**config.mk**
```make
export PLATFORM = sky130hd
export DESIGN_NAME = tbc_time_base
export DESIGN_NICKNAME = d
export VERILOG_FILES = /design/src/rtl/tbc_pkg.sv /design/src/rtl/tbc_input_cond.sv /design/src/rtl/tbc_time_base.sv
export VERILOG_INCLUDE_DIRS = /design/src /design/src/rtl
export SDC_FILE = /design/constraint.sdc
export NUM_CORES = 1
export LEC_CHECK = 0
export BUFFER_PORTS_ARGS = -buffer_cell sky130_fd_sc_hd__buf_4
export CORE_UTILIZATION = 55
export DETAILED_ROUTE_END_ITERATION = 12
export HOLD_SLACK_MARGIN = 0.03
export PLACE_DENSITY_LB_ADDON = 0.08
export SYNTH_ARGS = -nofsm -noshare
export SYNTH_HDL_FRONTEND = slang
export SYNTH_HIERARCHICAL = 1
export SYNTH_SLANG_ARGS = --single-unit
```
**constraint.sdc**
```tcl
create_clock -name clk -period 12.3 [get_ports clk]
set_input_delay 3.075 -clock clk [delete_from_list [all_inputs] [get_ports clk]]
set_output_delay 3.075 -clock clk [all_outputs]
set_load 0.01 [all_outputs]
```
**src/rtl/tbc_defs.svh**
```systemverilog
// constants for the timer time base: encodings, resets and timing counts
`ifndef TBC_DEFS_SVH
`define TBC_DEFS_SVH

`define TBC_CNT_W          16
`define TBC_ARR_RESET      16'hffff
`define TBC_PSC_RESET      4'h0
`define TBC_SMS_INTERNAL   3'h0
`define TBC_SMS_EXTCLK1    3'h7
`define TBC_TS_CH2         3'h6
`define TBC_ETRSEL_PCLK    2'h0
`define TBC_ETRSEL_OSC1K   2'h1
`define TBC_ETRSEL_OSC32K  2'h2
`define TBC_ETRSEL_PIN     2'h3
`define TBC_SYNC_STAGES    2
`define TBC_FILT_W         4

`endif

```
**src/rtl/tbc_pkg.sv**
```systemverilog
// types shared by the timer time base
`default_nettype none
package tbc_pkg;

  typedef enum logic [0:0] {
    TBC_EDGE_ALIGNED   = 1'b0,
    TBC_CENTER_ALIGNED = 1'b1
  } tbc_align_t;

  typedef enum logic [0:0] {
    TBC_DIR_UP   = 1'b0,
    TBC_DIR_DOWN = 1'b1
  } tbc_dir_t;

endpackage
`default_nettype wire

```
**src/rtl/tbc_input_cond.sv**
```systemverilog
// input conditioner: two-flop sync, digital filter, polarity, edge pulse
`timescale 1ns/1ps
`default_nettype none
`include "tbc_defs.svh"
module tbc_input_cond #(
  parameter int FILT_W = `TBC_FILT_W
) (
  input  wire logic              clk,
  input  wire logic              resetn,
  input  wire logic              asyncIn,
  input  wire logic [FILT_W-1:0] filterLen,
  input  wire logic              invert,
  output logic                   edgePulse
);
  logic              sync1_reg;
  logic              sync2_reg;
  logic              filt_reg;
  logic              filtPrev_reg;
  logic [FILT_W-1:0] run_reg;
  logic [FILT_W-1:0] run_next;
  logic              accept;

  // run counts consecutive samples that differ from the filtered level
  assign accept   = (sync2_reg != filt_reg) && (run_reg >= filterLen);
  assign run_next = (sync2_reg == filt_reg || accept) ? '0
                  : run_reg + {{(FILT_W-1){1'b0}}, 1'b1};

  always_ff @(posedge clk or negedge resetn) begin
    if (!resetn) begin
      sync1_reg    <= 1'b0;
      sync2_reg    <= 1'b0;
      filt_reg     <= 1'b0;
      filtPrev_reg <= 1'b0;
      run_reg      <= '0;
      edgePulse    <= 1'b0;
    end else begin
      sync1_reg    <= asyncIn;
      sync2_reg    <= sync1_reg;
      run_reg      <= run_next;
      filt_reg     <= accept ? sync2_reg : filt_reg;
      filtPrev_reg <= filt_reg;
      edgePulse    <= (filt_reg ^ invert) & ~(filtPrev_reg ^ invert);
    end
  end
endmodule
`default_nettype wire

```
**src/rtl/tbc_time_base.sv**
```systemverilog
// timer time base: counter, prescaler, auto-reload, update and clock select
`timescale 1ns/1ps
`default_nettype none
`include "tbc_defs.svh"
// Behaviour
// - up mode counts 0 to auto-reload, wraps to 0, flags overflow
// - update on overflow, software update-generate, or slave request
// - update-disable blocks all updates; shadows hold until cleared
// - up mode software update restarts counter and prescaler at 0
// - request-source set: software update reloads but raises no flag
// - each update: flag (except quiet request-source ones), prescaler shadow and auto-reload shadow load
// - down mode counts auto-reload to 0, reloads, flags underflow
// - down mode software update reloads auto-reload, prescaler to 0
// - down mode auto-reload transfers before counter reload
// - center mode: up to reload-1 overflow, down to 1 underflow
// - center mode direction is hardware-owned, software ignored
// - center mode updates at both ends; forced update restarts at 0
// - center mode, updates off: keeps counting with active reload
// - center overflow: reload refreshed first, counter takes new value
// - slave mode 000: internal clock once enabled; generate acts each cycle it is held
// - slave mode 111 counts channel 2 filtered edges, trigger sel 110
// - each valid mode 1 edge clocks the prescaler and sets trigger flag
// - capture prescaler never divides the trigger path
// - mode 2 enable counts selected edges of external trigger
// - trigger source: clock, 1 kHz, 32 kHz, external clock pin
// - source 11 with mask enable ANDs clock pin with mask pin
// - trigger prescale, polarity 0 rising, filter 0000 none
// - prescaler divides by two to the 4-bit exponent
// - auto-reload buffer reaches active immediately or on update
// - internal count enable follows enable bit one cycle later
module tbc_time_base
  import tbc_pkg::*;
#(
  parameter int CNT_W = `TBC_CNT_W,
  parameter int EXP_W = 4
) (
  input  wire logic             clk,
  input  wire logic             resetn,
  input  wire logic             counterEnableBit,
  input  wire logic             countDirectionBit,
  input  wire tbc_align_t       alignMode,
  input  wire logic             updateGenerateBit,
  input  wire logic             slaveUpdateRequest,
  input  wire logic             updateDisableBit,
  input  wire logic             updateRequestSourceBit,
  input  wire logic             autoreloadBufferEnable,
  input  wire logic [CNT_W-1:0] autoreloadValue,
  input  wire logic [EXP_W-1:0] prescaleExponent,
  input  wire logic [2:0]       slaveModeSelect,
  input  wire logic [2:0]       triggerSelect,
  input  wire logic [3:0]       channel2InputFilter,
  input  wire logic             channel2Polarity,
  input  wire logic             externalClockMode2Enable,
  input  wire logic [1:0]       extTriggerSourceSelect,
  input  wire logic             clockMaskEnable,
  input  wire logic [3:0]       extTriggerFilter,
  input  wire logic [1:0]       extTriggerPrescaler,
  input  wire logic             extTriggerPolarity,
  input  wire logic             channel2Input,
  input  wire logic             externalClockPin,
  input  wire logic             clockMaskPin,
  input  wire logic             osc1kHz,
  input  wire logic             osc32kHz,
  output logic [CNT_W-1:0]      count,
  output tbc_dir_t              countDirection,
  output logic [CNT_W-1:0]      activeAutoreload,
  output logic [EXP_W-1:0]      activePrescaleExponent,
  output logic                  internalCountEnable,
  output logic                  updateEvent,
  output logic                  updateInterruptFlag,
  output logic                  triggerInterruptFlag,
  output logic                  overflowPulse,
  output logic                  underflowPulse
);

  // ---------------- clock selection ----------------
  logic       ch2Edge;
  logic       etrEdge;
  logic       etrRaw;
  logic       etrGated;
  logic [2:0] etrDiv_reg;
  logic [2:0] etrDiv_next;
  logic [2:0] etrDivTop;
  logic       etrTick;
  logic       extClk1Sel;
  logic       sourceTick;
  logic [3:0] pinSync1_reg;
  logic [3:0] pinSync2_reg;
  logic       clkPinSync;
  logic       maskPinSync;
  logic       osc1kSync;
  logic       osc32kSync;

  // every pin sampled twice before any gate or mux looks at it
  always_ff @(posedge clk or negedge resetn) begin
    if (!resetn) begin
      pinSync1_reg <= 4'h0;
      pinSync2_reg <= 4'h0;
    end else begin
      pinSync1_reg <= {osc32kHz, osc1kHz,
                       clockMaskPin, externalClockPin};
      pinSync2_reg <= pinSync1_reg;
    end
  end

  assign clkPinSync  = pinSync2_reg[0];
  assign maskPinSync = pinSync2_reg[1];
  assign osc1kSync   = pinSync2_reg[2];
  assign osc32kSync  = pinSync2_reg[3];

  // gate after sync, so no glitch from two skewed pins reaches the filter;
  // the conditioner syncs again, costing two cycles of edge latency
  assign etrGated = clkPinSync & (maskPinSync | ~clockMaskEnable);

  always_comb begin
    case (extTriggerSourceSelect)
      `TBC_ETRSEL_OSC1K:  etrRaw = osc1kSync;
      `TBC_ETRSEL_OSC32K: etrRaw = osc32kSync;
      `TBC_ETRSEL_PIN:    etrRaw = etrGated;
      default:            etrRaw = 1'b0;
    endcase
  end

  tbc_input_cond #(
    .FILT_W (4)
  ) u_etr_cond (
    .clk       (clk),
    .resetn    (resetn),
    .asyncIn   (etrRaw),
    .filterLen (extTriggerFilter),
    .invert    (extTriggerPolarity),
    .edgePulse (etrEdge)
  );

  // channel 2 edges go straight to the trigger, no capture divider
  tbc_input_cond #(
    .FILT_W (4)
  ) u_ch2_cond (
    .clk       (clk),
    .resetn    (resetn),
    .asyncIn   (channel2Input),
    .filterLen (channel2InputFilter),
    .invert    (channel2Polarity),
    .edgePulse (ch2Edge)
  );

  // peripheral clock as trigger source: every cycle is an edge
  logic etrSrcEdge;
  assign etrSrcEdge = (extTriggerSourceSelect == `TBC_ETRSEL_PCLK) ? 1'b1
                    : etrEdge;

  // trigger prescale divides by 1, 2, 4 or 8 edges
  assign etrDivTop   = 3'((4'h1 << extTriggerPrescaler) - 4'h1);
  assign etrTick     = etrSrcEdge && (etrDiv_reg >= etrDivTop);
  assign etrDiv_next = !etrSrcEdge ? etrDiv_reg
                     : (etrTick ? 3'h0 : etrDiv_reg + 3'h1);

  assign extClk1Sel = (slaveModeSelect == `TBC_SMS_EXTCLK1)
                   && (triggerSelect == `TBC_TS_CH2);

  // mode 2 takes precedence over mode 1 when both are set
  assign sourceTick = externalClockMode2Enable ? etrTick
                    : extClk1Sel ? ch2Edge
                    : (slaveModeSelect == `TBC_SMS_INTERNAL);

  // ---------------- prescaler ----------------
  logic [CNT_W-1:0] pscCnt_reg;
  logic [CNT_W-1:0] pscTop;
  logic             counterTick;

  assign pscTop = CNT_W'(({{(CNT_W-1){1'b0}}, 1'b1}
                  << activePrescaleExponent) - 1'b1);
  assign counterTick = internalCountEnable && sourceTick
                    && (pscCnt_reg >= pscTop);

  // ---------------- update generation ----------------
  logic forcedUpdate;
  logic overflow;
  logic underflow;
  logic update_event;
  logic isCenter;
  logic goingUp;

  assign isCenter = (alignMode == TBC_CENTER_ALIGNED);
  assign goingUp  = isCenter ? (countDirection == TBC_DIR_UP)
                  : (countDirectionBit == 1'b0);
  assign forcedUpdate = updateGenerateBit | slaveUpdateRequest;

  assign overflow  = counterTick && goingUp
                  && (isCenter ? (count + 1'b1 >= activeAutoreload)
                               : (count >= activeAutoreload));
  assign underflow = counterTick && !goingUp
                  && (isCenter ? (count <= {{(CNT_W-1){1'b0}}, 1'b1})
                               : (count == '0));

  // no update at all while disabled
  assign update_event = !updateDisableBit
            && (overflow || underflow || forcedUpdate);

  // ---------------- auto-reload shadow ----------------
  logic [CNT_W-1:0] arrNext;

  // value the counter reloads with: buffer already transferred on update
  assign arrNext = (!autoreloadBufferEnable || update_event) ? autoreloadValue
                 : activeAutoreload;

  // ---------------- counter next state ----------------
  logic [CNT_W-1:0] count_next;
  tbc_dir_t         dir_next;

  always_comb begin
    count_next = count;
    dir_next   = isCenter ? countDirection
               : (countDirectionBit ? TBC_DIR_DOWN : TBC_DIR_UP);
    // restart even with updates off; only the event is held back
    if (forcedUpdate) begin
      if (!isCenter && countDirectionBit) begin
        count_next = arrNext;
      end else begin
        count_next = '0;
      end
      if (isCenter) begin
        dir_next = TBC_DIR_UP;
      end
    end else if (counterTick) begin
      if (isCenter) begin
        if (overflow) begin
          count_next = arrNext;
          dir_next   = TBC_DIR_DOWN;
        end else if (underflow) begin
          count_next = '0;
          dir_next   = TBC_DIR_UP;
        end else if (goingUp) begin
          count_next = count + 1'b1;
        end else begin
          count_next = count - 1'b1;
        end
      end else if (goingUp) begin
        count_next = overflow ? '0 : count + 1'b1;
      end else begin
        count_next = underflow ? arrNext : count - 1'b1;
      end
    end
  end

  logic [CNT_W-1:0] pscCnt_next;

  // a forced update restarts the prescaler; with updates enabled it also loads the new ratio
  assign pscCnt_next = forcedUpdate ? '0
                     : !(internalCountEnable && sourceTick) ? pscCnt_reg
                     : counterTick ? '0 : pscCnt_reg + 1'b1;

  logic uifSuppress;

  // only a forced update is silenced by request source
  assign uifSuppress = updateRequestSourceBit && forcedUpdate
                    && !(overflow || underflow);

  // ---------------- registers ----------------
  always_ff @(posedge clk or negedge resetn) begin
    if (!resetn) begin
      etrDiv_reg <= 3'h0;
      pscCnt_reg <= '0;
    end else begin
      etrDiv_reg <= etrDiv_next;
      pscCnt_reg <= pscCnt_next;
    end
  end

  always_ff @(posedge clk or negedge resetn) begin
    if (!resetn) begin
      count                  <= '0;
      countDirection         <= TBC_DIR_UP;
      internalCountEnable    <= 1'b0;
    end else begin
      count                  <= count_next;
      countDirection         <= dir_next;
      internalCountEnable    <= counterEnableBit;
    end
  end

  always_ff @(posedge clk or negedge resetn) begin
    if (!resetn) begin
      activeAutoreload       <= `TBC_ARR_RESET;
      activePrescaleExponent <= `TBC_PSC_RESET;
    end else begin
      activeAutoreload       <= arrNext;
      if (update_event) begin
        activePrescaleExponent <= prescaleExponent;
      end
    end
  end

  always_ff @(posedge clk or negedge resetn) begin
    if (!resetn) begin
      updateEvent          <= 1'b0;
      updateInterruptFlag  <= 1'b0;
      triggerInterruptFlag <= 1'b0;
      overflowPulse        <= 1'b0;
      underflowPulse       <= 1'b0;
    end else begin
      updateEvent          <= update_event;
      updateInterruptFlag  <= update_event && !uifSuppress;
      // trigger flag fires on each valid edge even with counter stopped
      triggerInterruptFlag <= extClk1Sel && !externalClockMode2Enable
                           && ch2Edge;
      overflowPulse        <= overflow;
      underflowPulse       <= underflow;
    end
  end

endmodule
`default_nettype wire

```
==> metrics.md, run 1 <==
| Metric | Value |
|---|---|
| Crit path max-delay cell type | `mux2_2` |
| Stages on worst setup path | `15` |
| HPWL after DPL | `11800 um` |
| Final Critical Period | `6.24 ns` |
| Fin crit share | `50.7%` |
| Clock Sinks | `88` |
| Min-Delay Path Class | `reg -> reg` |
| Clock skew | `0.00547 ns` |
| Max Cap Viol | `0` |
| Vias in the first global route | `5452` |
| All-Layer GR Usage | `28.5%` |
| Sequential area share after synthesis | `35.4%` |
| Largest family of logic cells by synthesized area | `compound AO/OA/AOI/OAI gates` |
| Synth Area in Adders | `13.3%` |
| Final setup vio count | `0` |
| Worst Path Max Fanout | `24` |
| GP Congestion | `0.929` |
| Critical path launch point | `extTriggerPrescaler[1]` |
| Distinct cells, synth | `69` |
| Pint | `0.625 mW` |
| R2R Setup Slk | `7.18 ns` |
| Least-Margin Pin Slew | `1.04 ns` |
| Antenna violations before repair | `0` |
| Later-pin clock latency in the skew report | `0.35 ns` |
| TNS Setup | `0 ns` |
| Clock transition at the registers of the reported paths | `0.06 ns` |
| Worst Reg-to-Reg Cells | `19` |
| Port Buf Inserts | `99` |
| Post-CTS setup buffers | `0` |
| Worst setup path endpoint | `count[13]` |
| Post-DR vias/cell | `5.97` |
| Avg Cell Area, Syn | `9.03 sq um` |
| First-pass GRT wire length | `26100 um` |
| GR Overflow Total | `0` |
| H-tree Lvls | `3` |
| Total wire length | `15900 um` |
| CTS tree | `yes` |
| Crit end category | `flip-flop` |
| Post-Route M1 WL | `6430 um` |
| Asr flop ratio synth | `100%` |
| Root Driver | `clkbuf_16` |
| Post-route cell area | `7430 sq um` |
| Slew Viols, Final | `0` |
| Peak VDD IR | `85.1 uV` |
| Max-Slew Margin vs Limit | `30.1%` |
| # hold bufs at CTS | `0` |
| Seq cells post-synth | `88` |
| Cts repair resizes | `0` |
| Num rows | `38` |
| Prevailing post-synth register cell | `dfrtp_1` |
| Worst EP required | `12.53 ns` |
| Post-synthesis simple-gate area fraction | `17.1%` |
| Most frequent CP cell | `buf_4` |
| Die Footprint | `11900 sq um` |
| Via Count | `5530` |
| Top-level I/O count | `100` |
| Die width | `109 um` |
| Layout filler cell count | `922` |
| R2r startpoint | `activePrescaleExponent[3]` |
| Post-synthesis xor/xnor area fraction | `6.13%` |
| RR Endpoint | `count[13]` |
| Area Overhead vs Synth | `18.3%` |
| Avg WL per Cell | `17.1 um` |
| Leak pwr | `3.57 nW` |
| Chip Height | `109 um` |
| FMAX | `160 MHz` |
| Layout cells sized above 1 | `20.5%` |
| Synth warn | `6` |
| RSZ-0062 raised after global routing | `no` |
| Power Density | `123 nW/um^2` |
| Worst path arrival time | `6.47 ns` |
| Sequential share of power | `40.0%` |
| TritonCTS Buffers | `9` |
| Post-DP Area | `7120 sq um` |
| Synth Instances | `696` |
| Routed length on met2 | `8020 um` |
| Switching Power | `0.291 mW` |
| EDFF count, synth | `0` |
| Top Layer Used | `met4` |
| Post-synthesis compound-gate area fraction | `17.6%` |
| Largest delay share family, worst path | `compound AO/OA/AOI/OAI gates` |
| DR WL met3 | `921 um` |
| Sw frac | `31.7%` |
| WP buf/inv | `4` |
| Crit Path Category | `in -> reg` |
| Syn_nets | `820` |
| Router iterations before antenna repair | `4` |
| Mapped Area | `6280 sq um` |
| Fin nets | `906` |
| Slowest stage delay, CP | `0.39 ns` |
| Initial Utilization | `57.2%` |
| Multiplexer share of the synthesized area | `5.06%` |
| Combinational share of power | `27.9%` |
| Clock Path Buffers | `2` |
| DRC viols | `0` |
| Pin count of the biggest net entering global routing | `65` |
| Status | `complete, no violations` |
| Clk network pwr share | `32.1%` |
| Hold Vio Cnt, Final | `0` |
| Core ar. | `11000 sq um` |
| Startpoint Class | `input pin` |
| N_diodes | `0` |
| Hold_ws | `0.351 ns` |
| ANT nets after route | `0` |
| Worst-path cell chain | `buf_4 > or2_2 > ha_1 > nor2b_1 > o21ai_1 > a21boi_1 > a211oi_4 > buf_4 > nand3_2 > or2_1 > inv_4 > o31ai_4 > buf_4 > mux2_2 > o31a_1` |
| DRT iter0 DRCs | `339` |
[synth_stat cells, drive strengths merged, types with 3 or more instances]
cell / number / share of area, %
a2111oi: 5 / 1.3
a211oi: 5 / 0.80
a21oi: 36 / 2.9
a221o: 3 / 0.48
a221oi: 4 / 0.56
a22oi: 5 / 0.60
a31oi: 3 / 0.30
a32oi: 4 / 0.56
and2: 5 / 0.50
and3: 5 / 0.50
and4: 6 / 0.84
buf: 6 / 0.56
clkbuf: 23 / 1.4
dfrtp: 72 / 29
dfstp: 16 / 6.7
ha: 67 / 13
inv: 57 / 3.4
mux2: 8 / 1.6
mux2i: 22 / 3.5
nand2: 60 / 3.6
nand2b: 5 / 0.74
nand3: 26 / 2.2
nand3b: 3 / 0.36
nand4: 10 / 1.0
nor2: 67 / 4.0
nor2b: 4 / 0.40
nor3: 10 / 0.80
nor4: 8 / 0.90
o211ai: 10 / 1.2
o21a: 5 / 0.60
o21ai: 40 / 3.2
o221ai: 5 / 0.70
o22ai: 12 / 1.2
o31ai: 6 / 0.94
or2: 7 / 0.70
xnor2: 17 / 2.4
xor2: 27 / 3.8
[worst min path at each step]
stage	start	end	slack, ns	depth (start not counted)
finish	pinSync1_reg[2]	pinSync2_reg[2]	0.35	0
global route	pinSync1_reg[2]	pinSync2_reg[2]	0.36	0
CTS	pinSync1_reg[2]	pinSync2_reg[2]	0.35	0
detailed placement	pinSync1_reg[2]	pinSync2_reg[2]	0.34	0
global placement	pinSync1_reg[2]	pinSync2_reg[2]	0.33	0
floorplan	pinSync1_reg[0]	pinSync2_reg[0]	0.33	0
[stage by stage]
stage | std cells | setup slack (ns) | power, mW | utilization, %
floorplan | 696 | 6.44 | 0.538 | -
global placement | 911 | 5.85 | 0.611 | 64.8
detailed placement | 911 | 5.70 | 0.624 | 64.8
CTS | 927 | 6.06 | 0.921 | 67.7
global route | 927 | 5.83 | 0.973 | 67.7
finish | 927 | 6.06 | 0.916 | 67.7
[cell families (layout without fill, tap and decap cells)]
family / after synthesis / count (layout)
AO/OA/AOI/OAI: 159 / 159
XOR/XNOR: 44 / 44
adder cells (fa/ha/maj): 67 / 67
buffers and inverters: 86 / 177
flip-flops: 88 / 88
multiplexers: 30 / 30
other: 1 / 1
AND/OR/NAND/NOR: 221 / 221
[layout make-up]
| cell class | count | area (sq um) | area share [%] |
|---|---|---|---|
| well taps | 140 | 175 | 2.36 |
| flip-flops and latches | 88 | 2220 | 29.9 |
| inverters | 57 | 216 | 2.91 |
| repair buffers | 104 | 781 | 10.5 |
| clock buffers | 11 | 233 | 3.13 |
| clock inverters | 5 | 81.3 | 1.09 |
| multi-input cells | 522 | 3720 | 50.1 |
[routing by layer]
layer / vias to the layer above / global-route usage [%]
li1: 2662 / -
met1: 2643 / 35.1
met2: 180 / 48.3
met3: 45 / 4.24
met4: 0 / 14.7
met5: - / 0
[worst reg2reg max path: stages, from the launching register on]
cell and delay, ns:
dfrtp_1 0.52, nor2_1 0.28, nand3b_1 0.11, ha_1 0.31, nor4b_1 0.44, a21oi_1 0.08, o22a_1 0.21, ha_1 0.28
nand4_1 0.12, nor4_2 0.07, a311oi_2 0.43, a211oi_4 0.10, buf_4 0.25, nand3_2 0.15, or2_1 0.27, inv_4 0.10
o31ai_4 0.25, buf_4 0.35, mux2_2 0.40, o31a_1 0.29
[power groups by stage]
stage	clock, mW	sequential, mW	combinational, mW
floorplan	0	0.360	0.178
finish	0.294	0.367	0.256
global placement	0	0.369	0.242
detailed placement	0	0.371	0.253
CTS	0.300	0.366	0.255
global route	0.311	0.373	0.289
[placed cells by master, fill, tap and decap left out, drive strengths merged, types with 7 or more instances in the layout]
cell	instances
o22ai	12
xor2	27
ha	67
nor3	10
buf	104
mux2i	22
nand4	10
nand2	60
mux2	8
nand3	26
o21ai	40
nor2	67
dfstp	16
xnor2	17
or2	7
o211ai	10
inv	58
dfrtp	72
nor4	8
a21oi	36
clkbuf	11
(Power assumes the default switching activity.)
==> run 2, diff against run 1 <==
Settings changed: CORE_UTILIZATION 55 to 52.
Clock period 12.3 ns to 5.02 ns, I/O delays scaled along.
==> metrics.md, run 2 (synthesis results as in run 1) <==
| Metric | Value |
|---|---|
| Max-Slew Margin vs Limit | `25.0% (-5.1 points)` |
| Peak VDD IR | `216 uV (+150%)` |
| Hold Vio Cnt, Final | `0 (unchanged)` |
| Fin nets | `912 (+0.66%)` |
| Startpoint Class | `flip-flop` |
| Largest delay share family, worst path | `simple AND/OR/NAND/NOR gates` |
| Worst EP required | `5.24 ns (-7.29 ns)` |
| H-tree Lvls | `3 (unchanged)` |
| Power Density | `291 nW/um^2 (+140%)` |
| Antenna violations before repair | `0 (unchanged)` |
| Top-level I/O count | `100 (unchanged)` |
| Worst Path Max Fanout | `23 (-4.2%)` |
| ANT nets after route | `0 (unchanged)` |
| Area Overhead vs Synth | `18.6%` |
| TritonCTS Buffers | `9 (unchanged)` |
| FMAX | `216 MHz` |
| Crit Path Category | `reg -> reg` |
| Status | `complete, but fails checks` |
| Router iterations before antenna repair | `9 (+5)` |
| Slew Viols, Final | `0 (unchanged)` |
| Die width | `112 um (+2.8%)` |
| Post-DR vias/cell | `5.86 (-1.7%)` |
| CTS tree | `yes` |
| R2R Setup Slk | `0.39 ns (-6.79 ns)` |
| N_diodes | `0 (unchanged)` |
| HPWL after DPL | `12200 um (+3.7%)` |
| Clock Sinks | `88 (unchanged)` |
| Chip Height | `112 um (+2.8%)` |
| Final Critical Period | `4.63 ns` |
| DRT iter0 DRCs | `305 (-10%)` |
| Vias in the first global route | `5445 (-0.13%)` |
| Slowest stage delay, CP | `0.53 ns (+0.14 ns)` |
| Total wire length | `16100 um (+1.3%)` |
| Failing checks | `DRC` |
| WP buf/inv | `1 (-3)` |
| Clock skew | `0.00657 ns (+0.00110 ns)` |
| Clock transition at the registers of the reported paths | `0.07 ns (about the same)` |
| Crit path max-delay cell type | `dfrtp_1` |
| TNS Setup | `0 ns (unchanged)` |
| Initial Utilization | `54.1% (-3.1 points)` |
| Num rows | `39 (+2.6%)` |
| Final setup vio count | `0 (unchanged)` |
| GP Congestion | `0.909 (-2.1%)` |
| Fin crit share | `92.3%` |
| Later-pin clock latency in the skew report | `0.35 ns (about the same)` |
| Max Cap Viol | `0 (unchanged)` |
| GR Overflow Total | `0 (unchanged)` |
| Layout filler cell count | `1016 (+10%)` |
| DRC viols | `5 (+5)` |
| Port Buf Inserts | `99 (unchanged)` |
| Min-Delay Path Class | `reg -> reg` |
| All-Layer GR Usage | `26.8% (-1.7 points)` |
| Clock Path Buffers | `2 (unchanged)` |
| Least-Margin Pin Slew | `1.12 ns (+0.0754 ns)` |
| Post-route cell area | `7450 sq um (+0.27%)` |
| Via Count | `5488 (-0.76%)` |
| Crit end category | `flip-flop` |
| First-pass GRT wire length | `26400 um (+1.3%)` |
| Avg WL per Cell | `17.2 um (+0.28%)` |
| Worst path arrival time | `4.85 ns (-1.62 ns)` |
| Die Footprint | `12500 sq um (+5.7%)` |
| Most frequent cells in the layout | `buf_4 (110), dfrtp_1 (72), nor2_1 (67), ha_1 (67), nand2_1 (60)` |
| Commonest non-fill, non-tap cell in the layout | `buf_4` |
| Worst-path cell chain | `nor2_1 > nand3b_1 > ha_1 > nor4b_2 > a21oi_1 > o22a_1 > ha_1 > nand4_1 > nor4_2 > a311oi_2 > a211oi_4 > buf_4 > nand2_1 > nand2_1 > nor4_1 > a311oi_1 > o22ai_1` |
| Tot Pwr | `2.17 mW (+140%)` |
| Pin count of the biggest net entering global routing | `59 (-9.2%)` |
| Leak pwr | `3.59 nW (+0.49%)` |
| RSZ-0062 raised after global routing | `no` |
| Core ar. | `11600 sq um (+5.7%)` |
| Root Driver | `clkbuf_16` |
| Post-DP Area | `7170 sq um (+0.69%)` |
| Layout cells sized above 1 | `21.3% (+0.85 points)` |
run 2: per-stage QoR:
step / instances / setup slack (ns) / hold WS (ns) / utilization (%)
after floorplan: 696 / 0.653 / 0.331 / -
after global placement: 920 / 0.498 / 0.333 / 61.7
after detailed placement: 920 / 0.307 / 0.336 / 61.7
after CTS: 936 / 0.262 / 0.351 / 64.1
after global routing: 936 / 0.0364 / 0.353 / 64.2
final: 936 / 0.387 / 0.350 / 64.2
run 2: layout make-up:
type | count | area (sq um) | area share [%]
Clock buffer | 10 | 229 | 3.07
Clock inverter | 6 | 50.0 | 0.672
Inverter | 57 | 216 | 2.90
Multi-Input combinational cell | 522 | 3730 | 50.1
Sequential cell | 88 | 2220 | 29.8
Tap cell | 143 | 179 | 2.40
Timing Repair Buffer | 110 | 826 | 11.1
run 2: power by group:
group	total, mW	internal, mW	switching, mW
Sequential	0.897	0.801	0.0957
Combinational	0.631	0.296	0.336
Clock	0.640	0.343	0.297
Total	2.17	1.44	0.729
run 2: final timing paths:
kind / from / end / cells past startpoint
worst min-delay path: pinSync1_reg[2] / pinSync2_reg[2] / 0
min in group asynchronous: resetn / count[9] / 1
max in group asynchronous: resetn / activeAutoreload[1] / 2
worst max register to register: activePrescaleExponent[2] / count[4] / 17
worst max-delay path: activePrescaleExponent[2] / count[4] / 17
worst min register to register: pinSync1_reg[2] / pinSync2_reg[2] / 0
run 2: per-layer routing:
| layer | GRT usage, % | wire (um) |
|---|---|---|
| met5 | 0 | 0 |
| met4 | 12.5 | 474 |
| met3 | 3.92 | 703 |
| met2 | 46.5 | 8050 |
| met1 | 32.9 | 6860 |
run 2: timing repair:
item,CTS,global route
hold buffers,0,0
setup endpoints to repair,0,10
gates resized for setup,0,2
setup buffers,0,0
==> run 3, diff against run 2 <==
Settings changed: CORE_UTILIZATION 52 to 30, CTS_CLUSTER_SIZE from default to 28.
Clock period 5.02 ns to 3.9 ns, I/O delays scaled along.
==> metrics.md, run 3 (synthesis results as in run 1) <==
| Metric | Value |
|---|---|
| Status | `complete, no violations` |
| Layout filler cell count | `2033 (+100%)` |
| Power Density | `357 nW/um^2 (+23%)` |
| Switching Power | `1.02 mW (+40%)` |
| Hold Path Cell Cnt | `0 (unchanged)` |
| Chip Height | `147 um (+31%)` |
| DRC viols | `0 (-5)` |
| Largest delay share family, worst path | `simple AND/OR/NAND/NOR gates` |
| FMAX | `257 MHz (+19%)` |
| Initial Utilization | `30.9% (-23 points)` |
| Worst Path Max Fanout | `5 (-78%)` |
| Peak VDD IR | `221 uV (+2.0%)` |
| Fin nets | `984 (+7.9%)` |
| Sequential share of power | `37.1% (-4.3 points)` |
| Clock Path Buffers | `2 (unchanged)` |
| Total wire length | `19400 um (+20%)` |
| Post-route cell area | `8540 sq um (+15%)` |
| GP Congestion | `0.904 (-0.55%)` |
| Later-pin clock latency in the skew report | `0.35 ns (about the same)` |
| Die Footprint | `21500 sq um (+72%)` |
| Worst Reg-to-Reg Cells | `18 (+1)` |
| Min-Delay Path Class | `reg -> reg` |
| Via Count | `5785 (+5.4%)` |
| GR Overflow Total | `0 (unchanged)` |
| Stages on worst setup path | `18 (+1)` |
| All-Layer GR Usage | `18.5% (-8.4 points)` |
| Crit end category | `flip-flop` |
| RSZ-0062 raised after global routing | `yes` |
| Fin crit share | `99.8% (+7.5 points)` |
| Die width | `147 um (+31%)` |
| N_diodes | `0 (unchanged)` |
| Sw frac | `33.4% (-0.17 points)` |
| Commonest non-fill, non-tap cell in the layout | `buf_4` |
| Router iterations before antenna repair | `4 (-5)` |
| Core ar. | `20400 sq um (+75%)` |
| Port Buf Inserts | `99 (unchanged)` |
| Leak pwr | `4.05 nW (+13%)` |
| Worst EP required | `4.14 ns (-1.10 ns)` |
| Hold Vio Cnt, Final | `0 (unchanged)` |
| Least-Margin Pin Slew | `0.809 ns (-0.311 ns)` |
| TritonCTS Buffers | `9 (unchanged)` |
| Max-Slew Margin vs Limit | `46.1% (+21 points)` |
| Root Driver | `clkbuf_16` |
| Area Overhead vs Synth | `35.9%` |
| Startpoint Class | `flip-flop` |
| CTS tree | `yes` |
| Tot Pwr | `3.05 mW (+41%)` |
| Pint | `2.03 mW (+41%)` |
| Vias in the first global route | `5964 (+9.5%)` |
| # hold bufs at CTS | `0 (unchanged)` |
| Layout cells sized above 1 | `31.7% (+10 points)` |
| Post-DR vias/cell | `5.10 (-13%)` |
| Crit Path Category | `reg -> reg` |
| Pin count of the biggest net entering global routing | `58 (-1.7%)` |
| Final Critical Period | `3.89 ns (-0.739 ns)` |
| Worst path arrival time | `4.13 ns (-0.72 ns)` |
| Slew Viols, Final | `0 (unchanged)` |
| Worst-path cell chain | `nor2_4 > nand3b_1 > ha_2 > nor4b_4 > a21oi_1 > o22a_1 > ha_1 > nand4_1 > nor4_2 > a311oi_2 > a211oi_4 > nand3_2 > or2_4 > inv_6 > o31ai_4 > buf_12 > mux2_4 > o31a_1` |
| DRT iter0 DRCs | `254 (-17%)` |
| HPWL after DPL | `15000 um (+23%)` |
| Crit path max-delay cell type | `dfrtp_1` |
| Final setup vio count | `0 (unchanged)` |
| First-pass GRT wire length | `31300 um (+18%)` |
| ANT nets after route | `0 (unchanged)` |
| Top-level I/O count | `100 (unchanged)` |
| H-tree Lvls | `3 (unchanged)` |
| Clock skew | `0.0124 ns (+0.00587 ns)` |
| Avg WL per Cell | `17.1 um (-0.82%)` |
| Clk network pwr share | `30.8% (+1.3 points)` |
| WP buf/inv | `2 (+1)` |
| Most frequent cells in the layout | `buf_4 (173), dfrtp_1 (71), ha_1 (66), nor2_1 (65), nand2_1 (59)` |
| Antenna violations before repair | `0 (unchanged)` |
| Max Cap Viol | `0 (unchanged)` |
| Post-DP Area | `7910 sq um (+10%)` |
| Clock Sinks | `88 (unchanged)` |
| Slowest stage delay, CP | `0.41 ns (-0.12 ns)` |
| Clock transition at the registers of the reported paths | `0.07 ns (about the same)` |
| Combinational share of power | `32.0% (+2.9 points)` |
| Num rows | `52 (+33%)` |
[run 3: cell types whose count changed in the layout (fill, tap and decap cells not counted), moves of 4 or more]
cell | previous run | this run
buf_4 | 110 | 173
mux2i_1 | 22 | 12
mux2i_4 | 0 | 9
buf_12 | 0 | 6
o22ai_1 | 12 | 8
o22ai_2 | 0 | 4
[run 3: power groups by stage]
stage / Sequential, mW / Clock (mW) / Combinational, mW
2_1_floorplan: 1.14 / 0 / 0.574
3_3_place_gp: 1.14 / 0 / 0.924
3_5_place_dp: 1.14 / 0 / 0.939
4_1_cts: 1.13 / 0.972 / 0.946
5_1_grt: 1.15 / 1.01 / 1.09
6_report: 1.13 / 0.941 / 0.978
[run 3: path summary, 6_finish.rpt]
| kind | slack [ns] | from | endpoint |
|---|---|---|---|
| setup / recovery | 0.006 | activePrescaleExponent[3] | count[13] |
| hold / removal | 0.35 | pinSync1_reg[3] | pinSync2_reg[3] |
| setup reg to reg | 0.006 | activePrescaleExponent[3] | count[13] |
| hold reg to reg | 0.35 | pinSync1_reg[3] | pinSync2_reg[3] |
| max in group asynchronous | 2.47 | resetn | activeAutoreload[4] |
| min in group asynchronous | 0.71 | resetn | u_etr_cond/run_reg[0] |
[run 3: stage by stage]
| stage | hold slack (ns) | std cells | setup WS, ns | util [%] | TNS [ns] |
|---|---|---|---|---|---|
| after floorplan | 0.331 | 696 | -0.186 | - | -1.17 |
| after global routing | 0.360 | 1135 | -0.171 | 41.9 | -1.82 |
| after global placement | 0.331 | 1114 | 0.00524 | 38.8 | 0 |
| after detailed placement | 0.335 | 1114 | -0.143 | 38.8 | -0.746 |
| after CTS | 0.352 | 1130 | 0.0156 | 40.4 | 0 |
| final | 0.351 | 1135 | 0.00594 | 41.9 | 0 |
[run 3: worst register-to-register path, cell delays in order (launching register included)]
cell,delay [ns]
dfrtp_1,0.41
nor2_4,0.14
nand3b_1,0.09
ha_2,0.21
nor4b_4,0.25
a21oi_1,0.07
o22a_1,0.20
ha_1,0.29
nand4_1,0.14
nor4_2,0.21
a311oi_2,0.18
a211oi_4,0.35
nand3_2,0.12
or2_4,0.28
inv_6,0.06
o31ai_4,0.08
buf_12,0.18
mux2_4,0.30
o31a_1,0.23
[run 3: area by class of cell]
type | count | area, sq um | share of cell area [%]
multi-input cells | 522 | 3980 | 46.6
repair buffers | 182 | 1470 | 17.2
inverters | 57 | 219 | 2.56
well taps | 270 | 338 | 3.95
clock inverters | 6 | 72.6 | 0.850
clock buffers | 10 | 239 | 2.80
flip-flops and latches | 88 | 2220 | 26.0
[run 3: routing by layer]
metal  part of all wire [%]  routed length (um)  global-route usage (%)
met1                     44                8450                    22.3
met2                     50                9700                    32.5
met3                    2.8                 549                    2.36
met4                    3.4                 656                    8.59
met5                      0                   0                       0
[run 3: repair_timing]
item,4_1_cts,5_1_grt
endpoints found under the setup margin,22,33
gates resized for setup,4,45
setup buffers,0,4
cloned,0,1
pin swaps,3,7
